<file path="src/mbcs_defines.svh">
// constants for the basic mode control and status registers
`ifndef MBCS_DEFINES_SVH
`define MBCS_DEFINES_SVH

`define MBCS_ADDR_CONTROL     5'h00
`define MBCS_ADDR_STATUS      5'h01
`define MBCS_BIT_DP_RESET     15
`define MBCS_BIT_LOOPBACK     14
`define MBCS_BIT_AN_ENABLE    12
`define MBCS_BIT_AN_RESTART   9
`define MBCS_BIT_COL_TEST     7
`define MBCS_CONTROL_RW_MASK  16'h5080
`define MBCS_STATUS_VALUE     16'h7909
`define MBCS_RXD_NO_AN        2'h3
`define MBCS_COL_ASSERT_MAX   64

`endif

</file>
<file path="src/mbcs_pkg.sv">
// types shared by the register bank files
package mbcs_pkg;

   // one register access from the management interface
   typedef struct packed {
      logic        wr_en;
      logic        rd_en;
      logic [4:0]  addr;
      logic [15:0] wdata;
   } mbcs_req_t;

   // strap pins sampled at reset
   typedef struct packed {
      logic       col;
      logic       rx_dv;
      logic [1:0] rxd;
   } mbcs_strap_t;

   typedef enum logic [1:0] {
      MBCS_IDLE  = 2'b00,
      MBCS_WAIT  = 2'b01,
      MBCS_HELD  = 2'b10
   } mbcs_col_state_t;

endpackage : mbcs_pkg

</file>
<file path="src/mbcs_sync.sv">
// three-stage input synchroniser with agreement check
`timescale 1ns/100ps
module mbcs_sync
(
   input  wire logic ref_clk,
   input  wire logic rst,
   input  wire logic ce,
   input  wire logic din,
   output logic      dout
);
   logic [2:0] stage;
   logic [2:0] next_stage;
   logic       next_dout;

   // shift, and accept a change once stages two and three agree
   always_comb
   begin
      next_stage = {stage[1:0], din};
      next_dout  = (stage[2] == stage[1]) ? stage[2] : dout;
   end

   always_ff @(posedge ref_clk)
   begin
      if (rst)
      begin
         stage <= 3'h0;
         dout  <= 1'b0;
      end
      else if (ce)
      begin
         stage <= next_stage;
         dout  <= next_dout;
      end
   end
endmodule : mbcs_sync

</file>
<file path="src/mbcs_regs.sv">
// basic mode control and status registers with collision test
//
// Function
// - Writing 1 to control bit 15 pulses a datapath reset and the bit then reads 0.
// - Control bit 14 drives the diagnostic loopback enable output.
// - Control bit 12 is a read-write auto-negotiation enable.
// - At reset the enable loads 1 if COL is high or RX_DV high with RXD[1:0] not 11.
// - Writing 1 to control bit 9 pulses an auto-negotiation restart and self-clears.
// - With collision test set, COL rises within 64 transmit clocks of TX_EN rising.
// - With collision test set, COL falls within one transmit clock of TX_EN falling.
// - Status bits 14 and 13 always read 1 and ignore writes.
// - Status bits 12 and 11 always read 1 as read-only constants.
// - The registers sit at unpaged management addresses 0 and 1, whatever the page.
// - Self-clearing bits return to 0 on their own after being written as 1.
`timescale 1ns/100ps
`include "mbcs_defines.svh"
module mbcs_regs
(
   input  wire logic                ref_clk,
   input  wire logic                rst,
   input  wire logic                ce,
   input  wire mbcs_pkg::mbcs_req_t req,
   output logic [15:0]              rdata,
   input  wire mbcs_pkg::mbcs_strap_t strap,
   input  wire logic                tx_en,
   input  wire logic                col_in,
   output logic                     col_out,
   output logic                     datapath_reset,
   output logic                     autoneg_restart,
   output logic                     diag_loopback,
   output logic                     autoneg_enable
);
   import mbcs_pkg::*;

   //------------------------------------------------------------
   // strap capture
   //------------------------------------------------------------
   logic rst_q;
   logic next_rst_q;
   logic strap_an;

   // unpaged decode, page select plays no part
   function automatic logic hit(input logic [4:0] a, input logic [4:0] ref_a);
      hit = (a == ref_a);
   endfunction : hit

   //------------------------------------------------------------
   // control register
   //------------------------------------------------------------
   logic        loop_bit;
   logic        an_bit;
   logic        col_test;
   logic        dp_pulse;
   logic        an_pulse;
   logic        next_loop_bit;
   logic        next_an_bit;
   logic        next_col_test;
   logic        next_dp_pulse;
   logic        next_an_pulse;
   logic        wr_ctl;

   assign strap_an = strap.col | (strap.rx_dv & (strap.rxd != `MBCS_RXD_NO_AN));
   assign wr_ctl   = req.wr_en & hit(req.addr, `MBCS_ADDR_CONTROL);

   // register writes and strap load on the first cycle after reset
   always_comb
   begin
      next_rst_q    = 1'b0;
      next_loop_bit = loop_bit;
      next_an_bit   = an_bit;
      next_col_test = col_test;
      next_dp_pulse = 1'b0;
      next_an_pulse = 1'b0;
      if (rst_q)
         next_an_bit = strap_an;
      if (wr_ctl)
      begin
         next_loop_bit = req.wdata[`MBCS_BIT_LOOPBACK];
         next_an_bit   = req.wdata[`MBCS_BIT_AN_ENABLE];
         next_col_test = req.wdata[`MBCS_BIT_COL_TEST];
         next_dp_pulse = req.wdata[`MBCS_BIT_DP_RESET];
         next_an_pulse = req.wdata[`MBCS_BIT_AN_RESTART];
      end
   end

   always_ff @(posedge ref_clk)
   begin
      if (rst)
      begin
         rst_q    <= 1'b1;
         loop_bit <= 1'b0;
         an_bit   <= 1'b0;
         col_test <= 1'b0;
         dp_pulse <= 1'b0;
         an_pulse <= 1'b0;
      end
      else if (ce)
      begin
         rst_q    <= next_rst_q;
         loop_bit <= next_loop_bit;
         an_bit   <= next_an_bit;
         col_test <= next_col_test;
         dp_pulse <= next_dp_pulse;
         an_pulse <= next_an_pulse;
      end
   end

   assign datapath_reset  = dp_pulse;
   assign autoneg_restart = an_pulse;
   assign diag_loopback   = loop_bit;
   assign autoneg_enable  = an_bit;

   //------------------------------------------------------------
   // read path
   //------------------------------------------------------------
   logic [15:0] ctl_view;
   logic [15:0] next_rdata;

   // self-clearing and reserved bits read as zero
   always_comb
   begin
      ctl_view = 16'h0000;
      ctl_view[`MBCS_BIT_LOOPBACK]  = loop_bit;
      ctl_view[`MBCS_BIT_AN_ENABLE] = an_bit;
      ctl_view[`MBCS_BIT_COL_TEST]  = col_test;
      next_rdata = rdata;
      if (req.rd_en)
      begin
         if (hit(req.addr, `MBCS_ADDR_CONTROL))
            next_rdata = ctl_view & `MBCS_CONTROL_RW_MASK;
         else if (hit(req.addr, `MBCS_ADDR_STATUS))
            next_rdata = `MBCS_STATUS_VALUE;
         else
            next_rdata = 16'h0000;
      end
   end

   always_ff @(posedge ref_clk)
   begin
      if (rst)
         rdata <= 16'h0000;
      else if (ce)
         rdata <= next_rdata;
   end

   //------------------------------------------------------------
   // collision test
   //------------------------------------------------------------
   logic tx_en_s;
   logic next_col;

   mbcs_sync u_tx_sync
   (
      .ref_clk (ref_clk),
      .rst     (rst),
      .ce      (ce),
      .din     (tx_en),
      .dout    (tx_en_s)
   );

   // test mode: rise waits for the synchronised copy, drop takes the pin itself
   // so COL falls one cycle after transmit enable; tx_en is launched by the
   // transmit clock that ref_clk stands in for, so the raw path is timed
   always_comb
   begin
      if (col_test)
         next_col = tx_en_s & tx_en;
      else
         next_col = col_in;
   end

   always_ff @(posedge ref_clk)
   begin
      if (rst)
         col_out <= 1'b0;
      else if (ce)
         col_out <= next_col;
   end

   //------------------------------------------------------------
   // checks
   //------------------------------------------------------------
   a_dp_self_clear: assert property (@(posedge ref_clk) disable iff (rst)
      ce && dp_pulse && !wr_ctl |=> !dp_pulse)
      else $error("datapath reset did not self clear");

   a_dp_on_write: assert property (@(posedge ref_clk) disable iff (rst)
      ce && wr_ctl && req.wdata[15] |=> dp_pulse)
      else $error("datapath reset not pulsed");

   a_loop_follows: assert property (@(posedge ref_clk) disable iff (rst)
      ce && wr_ctl |=> diag_loopback == $past(req.wdata[14]))
      else $error("loopback bit not written");

   a_an_writes: assert property (@(posedge ref_clk) disable iff (rst)
      ce && wr_ctl |=> autoneg_enable == $past(req.wdata[12]))
      else $error("autoneg enable not written");

   a_an_strap: assert property (@(posedge ref_clk) disable iff (rst)
      ce && rst_q && !wr_ctl |=> autoneg_enable == $past(strap_an))
      else $error("autoneg strap not loaded");

   a_restart_clear: assert property (@(posedge ref_clk) disable iff (rst)
      ce && an_pulse && !wr_ctl |=> !an_pulse)
      else $error("restart did not self clear");

   a_col_rise: assert property (@(posedge ref_clk) disable iff (rst)
      col_test && ce && $rose(tx_en_s) && tx_en |=> col_out)
      else $error("collision not raised");

   a_col_fall: assert property (@(posedge ref_clk) disable iff (rst)
      col_test && ce && !tx_en |=> !col_out)
      else $error("collision not dropped");

   a_status_read: assert property (@(posedge ref_clk) disable iff (rst)
      ce && req.rd_en && req.addr == `MBCS_ADDR_STATUS |=> rdata == `MBCS_STATUS_VALUE)
      else $error("status value wrong");

   a_reserved_zero: assert property (@(posedge ref_clk) disable iff (rst)
      ce && req.rd_en && req.addr == 5'h00 |=> (rdata & 16'hAF7F) == 16'h0000)
      else $error("reserved control bits not zero");

endmodule : mbcs_regs

</file>
<file path="config.mk">
export PLATFORM = sky130hd
export DESIGN_NAME = mbcs_regs
export DESIGN_NICKNAME = d
export VERILOG_FILES = /design/src/mbcs_pkg.sv /design/src/mbcs_sync.sv /design/src/mbcs_regs.sv
export VERILOG_INCLUDE_DIRS = /design/src
export SDC_FILE = /design/constraint.sdc
export NUM_CORES = 1
export LEC_CHECK = 0
export BUFFER_PORTS_ARGS = -buffer_cell sky130_fd_sc_hd__clkbuf_2
export CORE_MARGIN = 2
export CORE_UTILIZATION = 45
export CTS_BUF_LIST = sky130_fd_sc_hd__clkbuf_4
export DETAILED_ROUTE_END_ITERATION = 16
export PLACE_DENSITY = 0.87
export SLEW_MARGIN = 15
export SYNTH_ARGS = -nofsm -noshare
export SYNTH_HDL_FRONTEND = slang
export SYNTH_SLANG_ARGS = --single-unit
export TNS_END_PERCENT = 10
</file>
<file path="constraint.sdc">
create_clock -name ref_clk -period 1.5 [get_ports ref_clk]
set_input_delay 0 -clock ref_clk [delete_from_list [all_inputs] [get_ports ref_clk]]
set_output_delay 0 -clock ref_clk [all_outputs]
set_load 0.005 [all_outputs]
</file>
## After elaboration in Yosys (flattened, before gate mapping)

Cells that the tools add are included.
W data, S select, Z words.

| word-level totals | value |
|---|---|
| bits in registers | 27 |
| logic and storage cells | 30 |

| operators by class | value |
|---|---|
| equal/unequal tests | 3 |
| mux-type cells | 7 |
| bitwise logic cells | 4 |
| reduce and logical (&&, ||, !) cells | 6 |

Operators by type and width:

| kind | number |
|---|---|
| $mux W15 | 2 |
| $reduce_and A2 Y1 | 4 |
| $eq A5 B1 Y1 const B | 1 |
| $logic_not A5 Y1 | 1 |
| $mux W1 | 5 |
| $and A1 B1 Y1 | 3 |
| $ne A2 B2 Y1 const B | 1 |
| $reduce_bool A2 Y1 | 1 |
| $eq A1 B1 Y1 | 1 |
| $or A1 B1 Y1 | 1 |

## Longest topological paths before layout

| logic depth | value |
|---|---|
| depth after elaboration | 5 |
| gate-level depth with buffers | 4 |
| depth with buffers taken out | 3 |

## Hierarchy

Synthesis repeated with hierarchy kept, for this count alone.

| second synthesis, totals | value |
|---|---|
| cell total of the unflattened synthesis | 84 |
| area total of the unflattened synthesis | 765.7 um^2 |

Modules (own cells, without submodules):

| module | instances | cells an instance | area each (um^2) |
|---|---|---|---|
| mbcs_regs | 1 | 68 | 594.3 |
| mbcs_sync | 1 | 16 | 171.4 |

## Worst setup path before layout

No wires, ideal clock.

| timing | value |
|---|---|
| kind | input-to-reg |
| from | in req[20] in the netlist's numbering |
| to | reg col_test |
| setup time | 0.072 ns |
| data arrival time | 0.829 ns |
| data required time | 1.428 ns |
| slack | 0.599 ns |
| stages on the path | 3 |
| path buffers | 0 |
| cells stage by stage | nor4_4 and3_4 mux2i_1 |

| on the way | value |
|---|---|
| longest elaborated chain between the ends | 3 |

Ends and longest elaborated chain:

| what | line | RTL |
|---|---|---|
| start: declaration | mbcs_regs.sv:22 | `input wire mbcs_pkg::mbcs_req_t req,` |
| $logic_not A5 Y1 | mbcs_regs.sv:44 | `hit = (a == ref_a);` |
| $and A1 B1 Y1 | mbcs_regs.sv:63 | `` assign wr_ctl = req.wr_en & hit(req.addr, `MBCS_ADDR_CONTROL); `` |
| $reduce_and A2 Y1 (no source line) | n/a |  |
| end signal: assignment | mbcs_regs.sv:102 | `col_test <= next_col_test;` |
| end: declaration | mbcs_regs.sv:52 | `logic col_test;` |

No other way between the ends.
A chain may end at the register's enable or synchronous reset.

==> impl_metrics.toml <==
[run_status]
status = "finished clean"

[floorplanning]
start_util_pct = 48.7
core_sq_um = 1540
ioPinCount = 53
die_area_sq_um = 2010
row_count = 14
fp.dieH_um = 44.8
die_w_um = 44.8

[power_and_ir_drop]
switching_share_pct = 24.0
netSwitchingPower_mw = 0.184
p_leak_nw = 0.445
combPwrFrac_pct = 13.6
powerDensity_nw_per_um2 = 810
clkPwrFrac_pct = 32.2
vdd_drop_max_mv = 0.648
p_int_mw = 0.582
pwr-share-seq_pct = 54.2

[worst_setup_path]
startpoint_type = "flip-flop"
crit_path_top_delay_cell = "dfxtp_1"
path_max_fanout = 4
r2r-start = "autoneg_enable"
r2r-end = "autoneg_enable"
crit_chain = "mux2i_1 -> a31o_1 -> a21oi_1"
regToRegSetupSlack_ns = 0.63
crit_buf_inv = 0
cp_slowest_stage_delay_ns = 0.39
reg2reg_depth = 3
endpoint_kind = "flip-flop"
arrival_ns = 1.09
required_ns = 1.72
path_class = "reg -> reg"
cp_top_family = "flip-flops"

[sta]
finalMaxSlewViolations = 0
whs_ns = 0.0213
fmax_ghz = 1.15
post-route-period-util_pct = 58.0
tns_ns = 0
finalCriticalPeriod_ns = 0.869
setup_viol = 0
report.final.hold_viol_count = 0
clock_skew_ns = 0.00706
rsz0062_at_grt = "false"

[route]
drc_errors = 0
wl_per_cell_um = 12.0
first_pass_iters = 4
drt_iter0_markers = 6
ant_nets = 0
drt-vias-per-instance = 5.19
drt-total-wl_um = 1600
route.vias.total = 695

[worst_hold_path]
hold_path_class = "in -> reg"
hold_path_end = "autoneg_enable"
worstHoldPathCells = 3
min-delay-start = "strap[3]"

[final_layout]
area_growth_pct = 25.8
drive_gt1_share_pct = 33.1
layout_common_cells = "clkbuf_2 (33), dfxtp_1 (15), nand2_1 (10)"
diodes = 0
final_common_cell = "clkbuf_2"
final_nets = 151
fill_cells = 152

[synthesis]
synth_area_sq_um = 751
synth_edf_count = 0
async_reset_ff_share_pct = 0
yosys.area.top_type = "dfxtp_1"
synth_flop_cell = "dfxtp_1"
ys_ff_latch = 15
synthDistinctLibCells = 24
synth_top_area_share_pct = 40.0
synthCells = 84
ys_warn_count = 0
ys_seq_area_share_pct = 40.0
synth_area_leaders = "dfxtp_1 (40%), buf_4 (12%), mux2i_1 (8.0%)"
avgSynthCellArea_sq_um = 8.94

[cts]
numCtsBuffers = 3
clk_path_buf_depth = 2
path_clk_slew_ns = 0.08
tritoncts = "built"
cts.htree.levels = 1
cts.sinks = 15
post-cts-setup-buffer-count = 0
cts-root-buf = "clkbuf_4"
clk-insertion-delay-late_ns = 0.29

[global_routing]
grt-ovfl-total = 0
grt_max_degree = 18
antenna_found_initial = 0
track_usage_pct = 18.3
grt_first_pass_wirelength_um = 2610
grt_pass1_vias = 640

[job]
maxCapViolations = 0

[placement]
gp_congestion = 0.746
portBuffers = 33
dpl.hpwl_um = 1120
## flip-flops by register name, summed over array words and instances, names as in the netlist
register         cells
rdata                4
col_test             1
rst_q                1
u_tx_sync.stage      3
col_out              1
u_tx_sync.dout       1
autoneg_enable       1
autoneg_restart      1
datapath_reset       1
diag_loopback        1
## layout make-up
cell class,count,area (sq um),area share [%]
Clock buffer,4,30.0,3.18
Timing Repair Buffer,39,225,23.8
Tap cell,16,20.0,2.12
Multi-Input combinational cell,59,365,38.7
Inverter,1,3.75,0.397
Sequential cell,15,300,31.8
## kinds of logic after synthesis
group,share of synthesized area [%]
mux,8.00
flops,40.0
other cells,0.500
simple gates,21.0
buf+inv,14.8
compound gates,15.7
## Yosys cell counts, drive strengths merged (2+ instances only)
cell type  instances
dfxtp             15
buf               14
nand2             10
a21oi              8
mux2i              6
nand2b             5
nor2               4
a21o               3
nand4              3
clkbuf             2
o2111ai            2
## tightest hold or removal path, stage by stage
cell and delay (ns):
clkbuf_2 0.07, o31ai_1 0.07, a21oi_1 0.12
## metal layers
metal	part of all wire, %	vias to the layer above	GRT usage [%]
met5	0	-	0
met3	6.8	6	7.60
met4	2.4	0	7.65
li1	-	340	-
met1	36	323	17.7
met2	55	26	33.9
## metrics by stage
stage | worst slack, ns | total power [mW] | utilization [%] | instance area (sq um) | std cells
2_1_floorplan | 0.599 | 0.489 | - | 777 | 91
3_3_place_gp | 0.384 | 0.511 | 55.4 | 855 | 124
3_5_place_dp | 0.371 | 0.514 | 55.4 | 855 | 124
4_1_cts | 0.637 | 0.773 | 61.3 | 945 | 134
5_1_grt | 0.558 | 0.802 | 61.3 | 945 | 134
6_report | 0.631 | 0.765 | 61.3 | 945 | 134
## power groups by stage
stage          logic [mW]  registers (mW)  clock network [mW]
5_1_grt             0.116           0.417               0.269
4_1_cts             0.102           0.415               0.256
2_1_floorplan      0.0651           0.424                   0
3_3_place_gp       0.0871           0.424                   0
3_5_place_dp       0.0894           0.424                   0
6_report            0.104           0.415               0.246
## what timing repair did
action	CTS	global route
gates resized for setup	0	0
endpoints found under the setup margin	0	0
hold buffers	6	0
endpoints found under the hold margin	6	0
## worst max path at each step
stage / end / depth (start not counted) / start
floorplan: col_test / 3 / req[20]
global placement: col_test / 4 / req[20]
detailed placement: diag_loopback / 4 / req[20]
CTS: col_out / 2 / col_test
global route: col_out / 2 / col_test
finish: autoneg_enable / 3 / autoneg_enable
(Power assumes the default switching activity.)
